<file path="config.mk">
export PLATFORM = sky130hd
export DESIGN_NAME = host_port_indirect_access
export DESIGN_NICKNAME = d
export VERILOG_FILES = /design/src/design/host_port_pkg.sv /design/src/design/ext_word_mem.sv /design/src/design/host_port_indirect_access.sv
export SDC_FILE = /design/constraint.sdc
export NUM_CORES = 1
export LEC_CHECK = 0
export ABC_CLOCK_PERIOD_IN_PS = 3850
export BUFFER_PORTS_ARGS = -buffer_cell sky130_fd_sc_hd__buf_2
export CELL_PAD_IN_SITES_DETAIL_PLACEMENT = 2
export CELL_PAD_IN_SITES_GLOBAL_PLACEMENT = 2
export CORE_ASPECT_RATIO = 0.5
export CORE_MARGIN = 2
export CORE_UTILIZATION = 49
export CTS_BUF_LIST = sky130_fd_sc_hd__clkbuf_4
export CTS_CLUSTER_DIAMETER = 100
export CTS_CLUSTER_SIZE = 28
export DETAILED_ROUTE_END_ITERATION = 8
export HOLD_SLACK_MARGIN = 0.05
export PLACE_DENSITY = 0.87
export SYNTH_ARGS = -nofsm -noshare
export SYNTH_HDL_FRONTEND = slang
export SYNTH_SLANG_ARGS = --single-unit
</file>
<file path="constraint.sdc">
create_clock -name clk -period 3.85 [get_ports clk]
set_clock_uncertainty 0.15 [all_clocks]
set_input_delay 0.77 -clock clk [delete_from_list [all_inputs] [get_ports clk]]
set_output_delay 0.77 -clock clk [all_outputs]
set_load 0.01 [all_outputs]
</file>
<file path="src/design/host_port_pkg.sv">
/*
  shared constants for the host port: direct register offsets, field positions,
  write codes, pin picture width and state encodings.
  assumes nothing beyond a SystemVerilog compiler.
*/
package host_port_pkg;
  // direct register offsets
  localparam logic [7:0] SRV_REQ_ADDR = 8'h29;
  localparam logic [7:0] EXT_A4_ADDR = 8'h30;
  localparam logic [7:0] EXT_A3_ADDR = 8'h31;
  localparam logic [7:0] EXT_A2_ADDR = 8'h32;
  localparam logic [7:0] EXT_A1_ADDR = 8'h33;
  localparam logic [7:0] EXT_ACC_ADDR = 8'h34;
  localparam logic [7:0] EXT_DH_ADDR = 8'h35;
  localparam logic [7:0] EXT_DL_ADDR = 8'h36;
  localparam logic [7:0] INT_STAT_ADDR = 8'h40;
  localparam logic [7:0] INT_EN_ADDR = 8'h41;
  // access register fields
  localparam int ACC_GO_BIT = 7;
  localparam int ACC_WE_LSB = 5;
  localparam int ACC_A_W = 5;
  // write codes, bit 0 updates the low byte and bit 1 the high byte
  localparam logic [1:0] WE_READ = 2'h0;
  localparam logic [1:0] WE_LOW = 2'h1;
  localparam logic [1:0] WE_HIGH = 2'h2;
  localparam logic [1:0] WE_BOTH = 2'h3;
  // interrupt status and service request bit positions
  localparam int SRV_MAIN = 0;
  localparam int SRV_CELL = 1;
  localparam int SRV_BUF = 2;
  localparam int SRV_SENT = 3;
  localparam int SRV_WAIT = 4;
  localparam int SRV_W = 5;
  // reset values and widths
  localparam logic [7:0] REG_RST = 8'h00;
  localparam int EXT_ADDR_W = 25;
  localparam int PIN_W = 21;
  // idle pin picture: straps low, select and both strobes high, buses zero
  localparam logic [PIN_W-1:0] PIN_IDLE = {2'h0, 3'h7, 16'h0000};
  // host cycle states
  typedef enum logic [2:0] {
    ST_IDLE = 3'b001,
    ST_ACK = 3'b010,
    ST_REL = 3'b100
  } host_state_t;
  // extended access states
  typedef enum logic [2:0] {
    EX_IDLE = 3'b001,
    EX_ISSUE = 3'b010,
    EX_LOAD = 3'b100
  } ext_state_t;
endpackage : host_port_pkg

</file>
<file path="src/design/ext_word_mem.sv">
/*
  word memory behind the extended space, with byte lanes and a registered read.
  assumes one clock and a request held for a single cycle.
*/
`timescale 1ns/1ps
module ext_word_mem #(
  parameter int DEPTH_W = 6
) (
  // clock
  input wire logic clk,
  // request
  input wire logic en,
  input wire logic [1:0] we,
  input wire logic [DEPTH_W-1:0] addr,
  input wire logic [15:0] wdata,
  // answer
  output logic [15:0] rdata
);
  logic [15:0] mem [0:(1<<DEPTH_W)-1];

  // byte lane writes and registered read of the old word
  always_ff @(posedge clk) begin
    if (en) begin
      if (we[0]) begin
        mem[addr][7:0] <= wdata[7:0];
      end
      if (we[1]) begin
        mem[addr][15:8] <= wdata[15:8];
      end
      rdata <= mem[addr];
    end
  end
endmodule : ext_word_mem

</file>
<file path="src/design/host_port_indirect_access.sv">
/*
  asynchronous 8-bit host port: two bus styles, muxed or separate address,
  interrupt grouping and handshaked 16-bit indirect access to the extended space.
  assumes host pins are asynchronous and event inputs come from logic on clk.
*/
`timescale 1ns/1ps
// Notes on behaviour
// style strap high selects strobe-acknowledge style
// mux strap high selects multiplexed address/data
// muxed: data carries address, a0 latches it
// answer only with select low; data released otherwise
// host: direction high reads, strobe times access
// acknowledge low on completion, high, then released
// host: read-enable low reads, write-enable low writes
// ready high on completion, released when idle
// interrupt polarity follows the selected bus style; irq_out is low in reset and until the strap is synchronised, in either style
// each status bit has an enable gating interrupts
// service register shows enabled group requests
// control cell events use own service bits
// control cell status sets even when disabled
// byte registers direct, 16-bit space indirect
// word access, upper 20 address bits supplied
// host writes address, data, then access with go
// host reads: access with code zero, then data
// go clears at end; host polls access only
// host finishes start-up before extended access
// extended completion is the clearing of go
// write code selects low, high or both lanes
module host_port_indirect_access import host_port_pkg::*; #(
  parameter int DEPTH_W = 6
) (
  // clock and reset
  input wire logic clk,
  input wire logic sys_rst,
  // static straps
  input wire logic mot_sel,
  input wire logic mux_sel,
  // host bus pins
  input wire logic sel_n,
  input wire logic write_or_strobe_n,
  input wire logic read_or_dir,
  input wire logic [7:0] addr_in,
  input wire logic [7:0] data_in,
  output logic [7:0] data_out,
  output logic data_oe,
  output logic ready_out,
  output logic ready_oe,
  output logic irq_out,
  // interrupt events from the register groups
  input wire logic main_event,
  input wire logic cell_event,
  input wire logic buf_event,
  input wire logic cell_sent_event,
  input wire logic control_cell_waiting_event
);
  logic [PIN_W-1:0] s1_r, s2_r, s3_r, pin_r, pin_nxt;
  logic p_mot, p_mux, p_sel_n, p_wr, p_rd, active, is_rd;
  logic [7:0] p_a, p_d, addr_eff, rd_val;
  logic [7:0] alat_r, alat_nxt, dout_r, dout_nxt;
  logic doe_r, doe_nxt, rdy_r, rdy_nxt, roe_r, roe_nxt, irq_r, irq_nxt;
  host_state_t st_r, st_nxt;
  logic [SRV_W-1:0] stat_r, stat_nxt, en_r, en_nxt, srv_r, srv_nxt, clr;
  logic a4_r, a4_nxt;
  logic [2:0] a1_r, a1_nxt;
  logic [7:0] a3_r, a3_nxt, a2_r, a2_nxt, acc_r, acc_nxt, dh_r, dh_nxt, dl_r, dl_nxt;
  ext_state_t ex_r, ex_nxt;
  logic wr_hit, mem_en;
  logic [EXT_ADDR_W-1:0] ext_addr;
  logic [15:0] mem_rdata;

  // three-stage synchroniser, a bit counts once stages two and three agree
  always_comb begin
    pin_nxt = (s2_r & s3_r) | (pin_r & (s2_r | s3_r));
  end
  always_ff @(posedge clk) begin
    if (sys_rst) begin
      s1_r <= PIN_IDLE; // all stages idle, so no false access while they fill
      s2_r <= PIN_IDLE;
      s3_r <= PIN_IDLE;
      pin_r <= PIN_IDLE;
    end else begin
      s1_r <= {mot_sel, mux_sel, sel_n, write_or_strobe_n, read_or_dir, addr_in, data_in};
      s2_r <= s1_r;
      s3_r <= s2_r;
      pin_r <= pin_nxt;
    end
  end

  // decode of the clean pins
  assign p_mot = pin_r[20];
  assign p_mux = pin_r[19];
  assign p_sel_n = pin_r[18];
  assign p_wr = pin_r[17];
  assign p_rd = pin_r[16];
  assign p_a = pin_r[15:8];
  assign p_d = pin_r[7:0];
  assign addr_eff = p_mux ? alat_r : p_a;
  assign active = !p_sel_n && (p_mot ? !p_wr : (!p_rd || !p_wr));
  assign is_rd = p_mot ? p_rd : !p_rd;
  assign wr_hit = (st_r == ST_IDLE) && active && !is_rd;
  assign ext_addr = {a4_r, a3_r, a2_r, a1_r, acc_r[ACC_A_W-1:0]};
  assign mem_en = (ex_r == EX_ISSUE);

  // direct register read, unmapped bytes read zero
  always_comb begin
    unique case (addr_eff)
      SRV_REQ_ADDR: rd_val = {3'h0, srv_r};
      EXT_A4_ADDR: rd_val = {7'h00, a4_r};
      EXT_A3_ADDR: rd_val = a3_r;
      EXT_A2_ADDR: rd_val = a2_r;
      EXT_A1_ADDR: rd_val = {5'h00, a1_r};
      EXT_ACC_ADDR: rd_val = acc_r;
      EXT_DH_ADDR: rd_val = dh_r;
      EXT_DL_ADDR: rd_val = dl_r;
      INT_STAT_ADDR: rd_val = {3'h0, stat_r};
      INT_EN_ADDR: rd_val = {3'h0, en_r};
      default: rd_val = REG_RST;
    endcase
  end

  // host cycle handshake and pin drivers
  always_comb begin
    st_nxt = st_r;
    dout_nxt = dout_r;
    doe_nxt = doe_r;
    rdy_nxt = rdy_r;
    roe_nxt = roe_r;
    alat_nxt = (p_mux && p_a[0]) ? p_d : alat_r;
    unique case (st_r)
      ST_IDLE: begin
        if (active) begin
          st_nxt = ST_ACK;
          dout_nxt = rd_val;
          doe_nxt = is_rd;
          rdy_nxt = !p_mot;
          roe_nxt = 1'b1;
        end
      end
      ST_ACK: begin
        if (!active) begin
          doe_nxt = 1'b0;
          if (p_mot) begin
            st_nxt = ST_REL;
            rdy_nxt = 1'b1;
          end else begin
            st_nxt = ST_IDLE;
            roe_nxt = 1'b0;
          end
        end
      end
      ST_REL: begin
        st_nxt = ST_IDLE;
        roe_nxt = 1'b0;
      end
    endcase
  end
  always_ff @(posedge clk) begin
    if (sys_rst) begin
      st_r <= ST_IDLE;
      dout_r <= REG_RST;
      doe_r <= 1'b0;
      rdy_r <= 1'b0;
      roe_r <= 1'b0;
      alat_r <= REG_RST;
    end else begin
      st_r <= st_nxt;
      dout_r <= dout_nxt;
      doe_r <= doe_nxt;
      rdy_r <= rdy_nxt;
      roe_r <= roe_nxt;
      alat_r <= alat_nxt;
    end
  end

  // interrupt status, enables and service request; a set beats a clear
  always_comb begin
    clr = (wr_hit && addr_eff == INT_STAT_ADDR) ? p_d[SRV_W-1:0] : '0;
    stat_nxt = (stat_r & ~clr) | {control_cell_waiting_event, cell_sent_event,
                                   buf_event, cell_event, main_event};
    en_nxt = (wr_hit && addr_eff == INT_EN_ADDR) ? p_d[SRV_W-1:0] : en_r;
    srv_nxt = stat_nxt & en_nxt;
    irq_nxt = p_mot ? !(|srv_nxt) : |srv_nxt;
  end
  always_ff @(posedge clk) begin
    if (sys_rst) begin
      stat_r <= '0;
      en_r <= '0;
      srv_r <= '0;
      irq_r <= 1'b0;
    end else begin
      stat_r <= stat_nxt;
      en_r <= en_nxt;
      srv_r <= srv_nxt;
      irq_r <= irq_nxt;
    end
  end

  // extended address, data and access registers and their sequencer
  always_comb begin
    ex_nxt = ex_r;
    a4_nxt = a4_r;
    a3_nxt = a3_r;
    a2_nxt = a2_r;
    a1_nxt = a1_r;
    acc_nxt = acc_r;
    dh_nxt = dh_r;
    dl_nxt = dl_r;
    if (wr_hit && ex_r == EX_IDLE) begin
      unique case (addr_eff)
        EXT_A4_ADDR: a4_nxt = p_d[0];
        EXT_A3_ADDR: a3_nxt = p_d;
        EXT_A2_ADDR: a2_nxt = p_d;
        EXT_A1_ADDR: a1_nxt = p_d[2:0];
        EXT_DH_ADDR: dh_nxt = p_d;
        EXT_DL_ADDR: dl_nxt = p_d;
        EXT_ACC_ADDR: begin
          acc_nxt = p_d;
          if (p_d[ACC_GO_BIT]) begin
            ex_nxt = EX_ISSUE;
          end
        end
        default: ;
      endcase
    end
    unique case (ex_r)
      EX_IDLE: ;
      EX_ISSUE: ex_nxt = EX_LOAD;
      EX_LOAD: begin
        if (acc_r[ACC_WE_LSB +: 2] == WE_READ) begin
          dh_nxt = mem_rdata[15:8];
          dl_nxt = mem_rdata[7:0];
        end
        acc_nxt[ACC_GO_BIT] = 1'b0;
        ex_nxt = EX_IDLE;
      end
    endcase
  end
  always_ff @(posedge clk) begin
    if (sys_rst) begin
      ex_r <= EX_IDLE;
      a4_r <= 1'b0;
      a3_r <= REG_RST;
      a2_r <= REG_RST;
      a1_r <= 3'h0;
      acc_r <= REG_RST;
      dh_r <= REG_RST;
      dl_r <= REG_RST;
    end else begin
      ex_r <= ex_nxt;
      a4_r <= a4_nxt;
      a3_r <= a3_nxt;
      a2_r <= a2_nxt;
      a1_r <= a1_nxt;
      acc_r <= acc_nxt;
      dh_r <= dh_nxt;
      dl_r <= dl_nxt;
    end
  end

  // word store, the write code picks the byte lanes
  ext_word_mem #(.DEPTH_W(DEPTH_W)) u_mem (
    .clk(clk),
    .en(mem_en),
    .we(acc_r[ACC_WE_LSB +: 2]),
    .addr(ext_addr[DEPTH_W-1:0]),
    .wdata({dh_r, dl_r}),
    .rdata(mem_rdata)
  );

  assign data_out = dout_r;
  assign data_oe = doe_r;
  assign ready_out = rdy_r;
  assign ready_oe = roe_r;
  assign irq_out = irq_r;

  // checks on the handshake, interrupts and extended access
  a_ack_low: assert property (@(posedge clk) disable iff (sys_rst)
    (st_r == ST_ACK && p_mot) |-> (!rdy_r && roe_r))
    else $error("acknowledge not low during access");
  a_ready_high: assert property (@(posedge clk) disable iff (sys_rst)
    (st_r == ST_ACK && !p_mot) |-> (rdy_r && roe_r))
    else $error("ready not high during access");
  a_ack_release: assert property (@(posedge clk) disable iff (sys_rst)
    (st_r == ST_ACK && p_mot && !active) |=> (rdy_r && roe_r) ##1 !roe_r)
    else $error("acknowledge not returned high then released");
  a_data_hiz: assert property (@(posedge clk) disable iff (sys_rst)
    (!active && st_r == ST_ACK) |=> !doe_r)
    else $error("data lines driven after deselect");
  a_irq_pol: assert property (@(posedge clk) disable iff (sys_rst)
    (|srv_r) |-> (irq_r == !p_mot))
    else $error("interrupt level wrong for bus style");
  a_sent_sticky: assert property (@(posedge clk) disable iff (sys_rst)
    cell_sent_event |=> stat_r[SRV_SENT])
    else $error("cell sent status not set");
  a_main_gate: assert property (@(posedge clk) disable iff (sys_rst)
    (!stat_r[SRV_MAIN] || !en_r[SRV_MAIN]) |-> !srv_r[SRV_MAIN])
    else $error("main request without enabled status");
  a_go_clear: assert property (@(posedge clk) disable iff (sys_rst)
    $rose(ex_r == EX_ISSUE) |-> acc_r[ACC_GO_BIT] ##2 !acc_r[ACC_GO_BIT])
    else $error("go bit not cleared two cycles after start");
  a_read_load: assert property (@(posedge clk) disable iff (sys_rst)
    (ex_r == EX_LOAD && acc_r[6:5] == WE_READ) |=> ({dh_r, dl_r} == $past(mem_rdata)))
    else $error("read data not loaded");
  a_mux_latch: assert property (@(posedge clk) disable iff (sys_rst)
    (p_mux && p_a[0]) |=> (alat_r == $past(p_d)))
    else $error("multiplexed address not latched");
endmodule : host_port_indirect_access

</file>
==> results.rst, run 1 <==
.. list-table::
   :header-rows: 1

   * - Metric
     - Value
   * - Die Span Y
     - 216 um
   * - Starting density of the core
     - 0.497
   * - Type of the worst endpoint after the last repair
     - register data pin
   * - Count of flip-flops with a built-in enable after synthesis
     - roughly 1.0k
   * - Flop and latch count out of synthesis
     - between 1k and 1.5k
   * - GRT repair_timing worst endpoint
     - u_mem.rdata[4]$_DFFE_PN_/D
   * - Die Span X
     - 429 um
   * - Largest net degree at the start of global routing
     - between 70 and 80
   * - Share of synthesized area occupied by flip-flops and latches
     - 0.784
   * - Summed instance area of the synthesized netlist
     - 44200 um^2
   * - Area share of the largest cell type after synthesis
     - 0.707
   * - Number of antenna violations at the first check in global routing
     - 76
   * - Total of warnings raised by yosys
     - 0
   * - First error
     - [ERROR GRT-0232] Routing congestion too high. Check the congestion heatmap in the GUI.
   * - Sink Count
     - between 1k and 1.5k
   * - Share of synthesized flip-flops with an asynchronous set or reset
     - 0
   * - Placement Cell Area
     - about 47000 um^2
   * - All-Layer GR Usage
     - 0.787
   * - Leading register cell type out of synthesis
     - sky130_fd_sc_hd__edfxtp_1
   * - RePlAce Congestion
     - between 0.8 and 0.9
   * - H-tree depth reported by CTS
     - 2
   * - Top cells by area in the synthesized netlist
     - sky130_fd_sc_hd__edfxtp_1, sky130_fd_sc_hd__dfxtp_1, sky130_fd_sc_hd__a22oi_1, sky130_fd_sc_hd__a22o_1, sky130_fd_sc_hd__a221oi_1
   * - Distinct cells, synth
     - between 60 and 70
   * - Root cell of the clock tree
     - sky130_fd_sc_hd__clkbuf_4
   * - Total setup buffers inserted after CTS
     - 0
   * - Row Count
     - 77
   * - Post-synthesis net count
     - 2765
   * - Avg Synthesized Cell Area
     - 16.1 um^2
   * - Setup WS pre-CTS
     - -0.0452 ns
   * - Gate count of the mapped netlist
     - approximately 2.7k
   * - Status
     - did not finish
   * - TritonCTS buffer count
     - just under 50
   * - Stage where the flow stopped
     - global routing
   * - Number of buffers inserted by port buffering
     - 39
   * - Remaining global-route overflow
     - roughly 120
   * - Post-detailed-placement half-perimeter wirelength
     - 143000 um
   * - Top-level port count
     - 40
   * - Largest area contributor in the synthesized netlist
     - sky130_fd_sc_hd__edfxtp_1
   * - Buffers from clock root to sink, at most
     - 3
==> per-stage QoR <==
step	util	cells	setup TNS [ns]	hold WS (ns)
after CTS	0.541	4118	0	0.0768
after detailed placement	0.531	4019	-0.0796	0.273
after global placement	0.531	4019	0	0.244
after floorplan	-	2737	0	0.239
==> cell usage after synthesis (12+ instances only) <==
| master | count |
|---|---|
| sky130_fd_sc_hd__nand2_1 | 83 |
| sky130_fd_sc_hd__nand4_1 | 37 |
| sky130_fd_sc_hd__o21ai_0 | 23 |
| sky130_fd_sc_hd__dfxtp_1 | 169 |
| sky130_fd_sc_hd__clkbuf_1 | 128 |
| sky130_fd_sc_hd__nor4_1 | 18 |
| sky130_fd_sc_hd__a22o_1 | 96 |
| sky130_fd_sc_hd__a311oi_1 | 13 |
| sky130_fd_sc_hd__nor2b_1 | 56 |
| sky130_fd_sc_hd__edfxtp_1 | 1040 |
| sky130_fd_sc_hd__nand3_1 | 36 |
| sky130_fd_sc_hd__buf_1 | 32 |
| sky130_fd_sc_hd__a21oi_1 | 78 |
| sky130_fd_sc_hd__mux2i_1 | 41 |
| sky130_fd_sc_hd__a31oi_1 | 96 |
| sky130_fd_sc_hd__nor2_1 | 210 |
| sky130_fd_sc_hd__a221oi_1 | 95 |
| sky130_fd_sc_hd__a22oi_1 | 337 |
| sky130_fd_sc_hd__buf_2 | 12 |
| sky130_fd_sc_hd__nor3_1 | 13 |
==> routing by layer <==
| layer | GRT usage | overflow |
|---|---|---|
| met5 | 0.565 | 0 |
| met4 | 0.672 | 64 |
| met3 | 0.731 | 2 |
| met2 | 0.861 | 52 |
| met1 | 0.828 | 4 |
==> repair_timing <==
action | in CTS
hold endpoints to repair | 26
setup endpoints to repair | 21
gates resized for setup | 6
hold buffers | 26
==> kinds of logic after synthesis <==
| logic type | count (synthesis) | share of synthesized area |
|---|---|---|
| muxes | 44 | 0.0101 |
| buffers and inverters | 187 | 0.0177 |
| xor gates and xnor gates | 1 | 0.000198 |
| DFF | 1209 | 0.784 |
| AOI/OAI and AO/OA | 775 | 0.130 |
| and+or+nand+nor | 521 | 0.0583 |
==> run 2: changes to the inputs <==
CELL_PAD_IN_SITES_DETAIL_PLACEMENT = default   (was 2)
CELL_PAD_IN_SITES_GLOBAL_PLACEMENT = default   (was 2)
CORE_ASPECT_RATIO = default   (was 0.5)
CORE_UTILIZATION = 35   (was 49)
CTS_BUF_LIST = default   (was sky130_fd_sc_hd__clkbuf_4)
CTS_CLUSTER_DIAMETER = default   (was 100)
CTS_CLUSTER_SIZE = default   (was 28)
HOLD_SLACK_MARGIN = default   (was 0.05)
PLACE_DENSITY = default   (was 0.87)
PLACE_DENSITY_LB_ADDON = 0.15   (was default)
==> run 2 against run 1 <==
  * The run now ends clean
  * Synthesized cell count unchanged
  * Area after synthesis stayed put
==> results.rst, run 2 <==
.. list-table::
   :header-rows: 1

   * - Metric
     - Value
   * - Starting DRT DRC Count
     - about 2.6k
   * - Portion of netlist area occupied by mux cells
     - 0.0101
   * - Xor/xnor share of the synthesized area
     - 0.000198
   * - Count of flip-flops with a built-in enable after synthesis
     - 1040
   * - Leading cell type in the layout, fill and taps excluded
     - sky130_fd_sc_hd__edfxtp_1
   * - Final count of pins violating max slew
     - 0
   * - Largest net degree at the start of global routing
     - just over 90
   * - H-tree depth reported by CTS
     - 4
   * - Pleak
     - roughly 17 nW
   * - Leading register cell type out of synthesis
     - sky130_fd_sc_hd__edfxtp_1
   * - Post-detailed-placement half-perimeter wirelength
     - between 70000 and 80000 um
   * - Worst hold path stage count
     - 2
   * - Most frequent cells in the layout
     - sky130_fd_sc_hd__edfxtp_1, sky130_fd_sc_hd__a22oi_1, sky130_fd_sc_hd__buf_4
   * - Area share of the largest cell type after synthesis
     - 0.707
   * - Top register by number of flip-flops
     - u_mem.mem
   * - RePlAce Congestion
     - about 0.82
   * - Post-route antenna net violation count
     - 0
   * - Largest register FFs
     - between 1k and 1.5k
   * - Die Span Y
     - about 360 um
   * - Terminating pin of the worst hold path
     - s1_r[16]$_SDFF_PP1_
   * - Main combinational cell family by area after synthesis
     - compound AO/OA/AOI/OAI gates
   * - Die Span X
     - roughly 360 um
   * - Critical Path RT
     - 4.16 ns
   * - Total setup buffers inserted after CTS
     - 0
   * - Share of synthesized flip-flops with an asynchronous set or reset
     - 0
   * - Avg Synthesized Cell Area
     - approximately 16 um^2
   * - Top-level port count
     - 40
   * - Final standard cell area without fillers
     - about 52000 um^2
   * - Sink Count
     - about 1.2k
   * - Aggregate routed wire length
     - 131000 um
   * - Most common cell in the netlist
     - sky130_fd_sc_hd__edfxtp_1
   * - Largest area contributor in the synthesized netlist
     - sky130_fd_sc_hd__edfxtp_1
   * - Vias in the first global route
     - 26.2k
   * - Largest fanout on the critical path
     - 29
   * - Terminus of the critical flop-to-flop path
     - u_mem.rdata[6]$_DFFE_PN_
   * - Number of antenna violations at the first check in global routing
     - 3
   * - Clock transition time at the flip-flop clock pins of the worst setup and hold paths
     - 0.06 ns
   * - Most used routing layer
     - met2
   * - Internal power component
     - between 0.02 and 0.025 W
   * - Launch instance of the worst min-delay path
     - read_or_dir
   * - Maxcap violations
     - 0
   * - Total number of vias
     - around 27k
   * - Flop and latch count out of synthesis
     - roughly 1.2k
   * - Root cell of the clock tree
     - sky130_fd_sc_hd__clkbuf_16
   * - Multi-input combinational cell area
     - 8820 um^2
   * - Worst-Margin Slew
     - approximately 1.1 ns
   * - Worst hold margin
     - between 0.07 and 0.08 ns
   * - Hold Buf Count CTS
     - 0
   * - Share of synthesized area occupied by flip-flops and latches
     - 0.784
   * - Detailed-routing iteration count for the pre-antenna-repair pass
     - 7
   * - Worst slew margin relative to its limit
     - 0.280
   * - Nature of the critical path startpoint
     - flop
   * - Fraction of final layout cells sized beyond drive strength 1
     - 0.174
   * - CP Data Arrival Time
     - about 3.9 ns
   * - Ordered cell list for the critical path
     - and3b_4 -> buf_4 -> a22o_1 -> a221oi_1 -> a31oi_1 -> nor4_1 -> nand3_1
   * - Number of fill cells in the layout
     - between 10k and 15k
   * - Worst min path class
     - in2reg
   * - Total DRC errors in the routed layout
     - 0
   * - Final Cycle Share
     - 0.936
   * - Worst reg2reg path depth
     - 7
   * - Number of inserted diodes
     - 0
   * - Post-CTS resize count
     - 0
   * - Buffers from clock root to sink, at most
     - 3
   * - Area of the placeable core
     - about 130000 um^2
   * - Clock latency on the worst-skew pair
     - ~0.75 ns
   * - Net count reported at finish
     - between 3k and 4k
   * - All-Layer GR Usage
     - 0.199
   * - Power density normalized to cell area
     - 505 nW/um^2
   * - Timing-limited maximum frequency
     - around 0.28 GHz
   * - Gate count of the mapped netlist
     - 2737
   * - Most instantiated cells after synthesis
     - sky130_fd_sc_hd__edfxtp_1, sky130_fd_sc_hd__a22oi_1, sky130_fd_sc_hd__nor2_1
   * - Total area of sequential cells
     - 34600 um^2
   * - Critical path class
     - reg2reg
   * - Status
     - finished, final reports clean
   * - Final hold violations
     - 0
   * - CTS tree
     - yes
   * - Distinct cells, synth
     - a little over 60
   * - Power dissipated by switching net loads
     - 0.00516 W
   * - Average routed wire per standard cell
     - approximately 28 um
   * - Max incr delay on CP
     - 0.87 ns
   * - Overall die area
     - 129000 um^2
   * - Area overhead of the layout relative to synthesis
     - 17.8%
   * - Number of buffers inserted by port buffering
     - 39
   * - Final min period
     - 3.60 ns
   * - Post-synthesis share of cell area spent on full adders, half adders and majority gates
     - 0
   * - Launch point of the worst reg-to-reg path
     - acc_r[0]$_SDFFE_PP0P_
   * - Starting density of the core
     - 0.352
   * - Total of warnings raised by yosys
     - 0
   * - Met3 usage
     - 0.0341
   * - Overall power after layout
     - around 0.026 W
   * - # setup viols final
     - 0
   * - Basic-gate share of the synthesized area counting and, or, nand and nor cells
     - 0.0583
   * - Avg Vias per Cell
     - ~5.6
   * - Compound-gate portion of the synthesized area
     - 0.130
   * - Switching share of power
     - 0.196
   * - End-of-flow core utilization
     - 0.415
   * - Summed instance area of the synthesized netlist
     - ~44000 um^2
   * - Share of power burned in combinational logic
     - 0.004
   * - Placement Cell Area
     - ~48000 um^2
   * - Top cells by area in the synthesized netlist
     - sky130_fd_sc_hd__edfxtp_1, sky130_fd_sc_hd__dfxtp_1, sky130_fd_sc_hd__a22oi_1, sky130_fd_sc_hd__a22o_1, sky130_fd_sc_hd__a221oi_1
   * - Remaining global-route overflow
     - 0
   * - Clock Power Share
     - 0.461
   * - Row Count
     - 130
   * - Worst supply voltage drop on vdd
     - approximately 0.44 mV
   * - TritonCTS buffer count
     - 130
   * - Global-route wire length before repair
     - ~190000 um
   * - Crit-path slowest cell
     - sky130_fd_sc_hd__nor4_1
   * - Critical path capture point type
     - flop
   * - Global routing met1 resource utilization
     - 0.283
   * - Reg2reg setup slack
     - between 0.2 and 0.25 ns
   * - RSZ-0062 raised after global routing
     - false
   * - Post-synthesis net count
     - 2765
   * - Sequential cell fraction of total power
     - 0.536
   * - Setup tns final
     - 0 ns
   * - Met2 track utilization from global routing
     - 0.313
run 2: per-layer routing:
| layer | share of wire | vias up |
|---|---|---|
| met2 | 0.46 | 1016 |
| met1 | 0.45 | 13760 |
| met5 | 0.00010 | - |
| met3 | 0.065 | 172 |
| li1 | - | 11592 |
| met4 | 0.021 | 2 |
run 2: how the worst max path moves through the flow:
stage,startpoint,endpoint
floorplan,ex_r[0]$_SDFFE_PP1P_,u_mem.mem[45][10]$_DFFE_PP_
global placement,acc_r[1]$_SDFFE_PP0P_,u_mem.rdata[6]$_DFFE_PN_
detailed placement,acc_r[1]$_SDFFE_PP0P_,u_mem.rdata[6]$_DFFE_PN_
CTS,acc_r[1]$_SDFFE_PP0P_,u_mem.rdata[6]$_DFFE_PN_
global route,acc_r[1]$_SDFFE_PP0P_,u_mem.rdata[6]$_DFFE_PN_
finish,acc_r[0]$_SDFFE_PP0P_,u_mem.rdata[6]$_DFFE_PN_
run 2: worst max-delay path, delay by kind of cell (launching register included):
| family | cells | cell delay [ns] |
|---|---|---|
| AOI/OAI and AO/OA | 3 | 0.67 |
| and+or+nand+nor | 3 | 1.51 |
| DFF | 1 | 0.66 |
| buffers and inverters | 1 | 0.32 |
run 2: power groups by stage:
stage | combinational (W) | clock, W | sequential (W)
2_1_floorplan | 0.0000640 | 0 | 0.0143
3_3_place_gp | 0.0000929 | 0 | 0.0143
3_5_place_dp | 0.0000959 | 0 | 0.0143
4_1_cts | 0.0000968 | 0.0124 | 0.0141
5_1_grt | 0.000107 | 0.0129 | 0.0141
6_report | 0.0000955 | 0.0121 | 0.0141
run 2: stage by stage:
stage	instances	worst slack (ns)
after CTS	4736	0.276
after global placement	4504	0.295
after floorplan	2737	1.01
final	4736	0.246
after global routing	4736	0.103
after detailed placement	4504	0.281
run 2: logic make-up (layout without fill, tap and decap cells):
kind of cell | count (synthesis) | in the layout
flip-flops | 1209 | 1209
XOR/XNOR | 1 | 1
AO/OA/AOI/OAI | 775 | 775
AND/OR/NAND/NOR | 521 | 521
buffers and inverters | 187 | 536
multiplexers | 44 | 44
run 2: layout make-up:
| type | instances | area share |
|---|---|---|
| multi-input cells | 1341 | 0.170 |
| repair buffers | 299 | 0.0456 |
| clock inverters | 67 | 0.0123 |
| well taps | 1650 | 0.0397 |
| inverters | 5 | 0.000361 |
| clock buffers | 165 | 0.0668 |
| flip-flops and latches | 1209 | 0.666 |
Note: power is estimated with default switching activity, not from simulation.
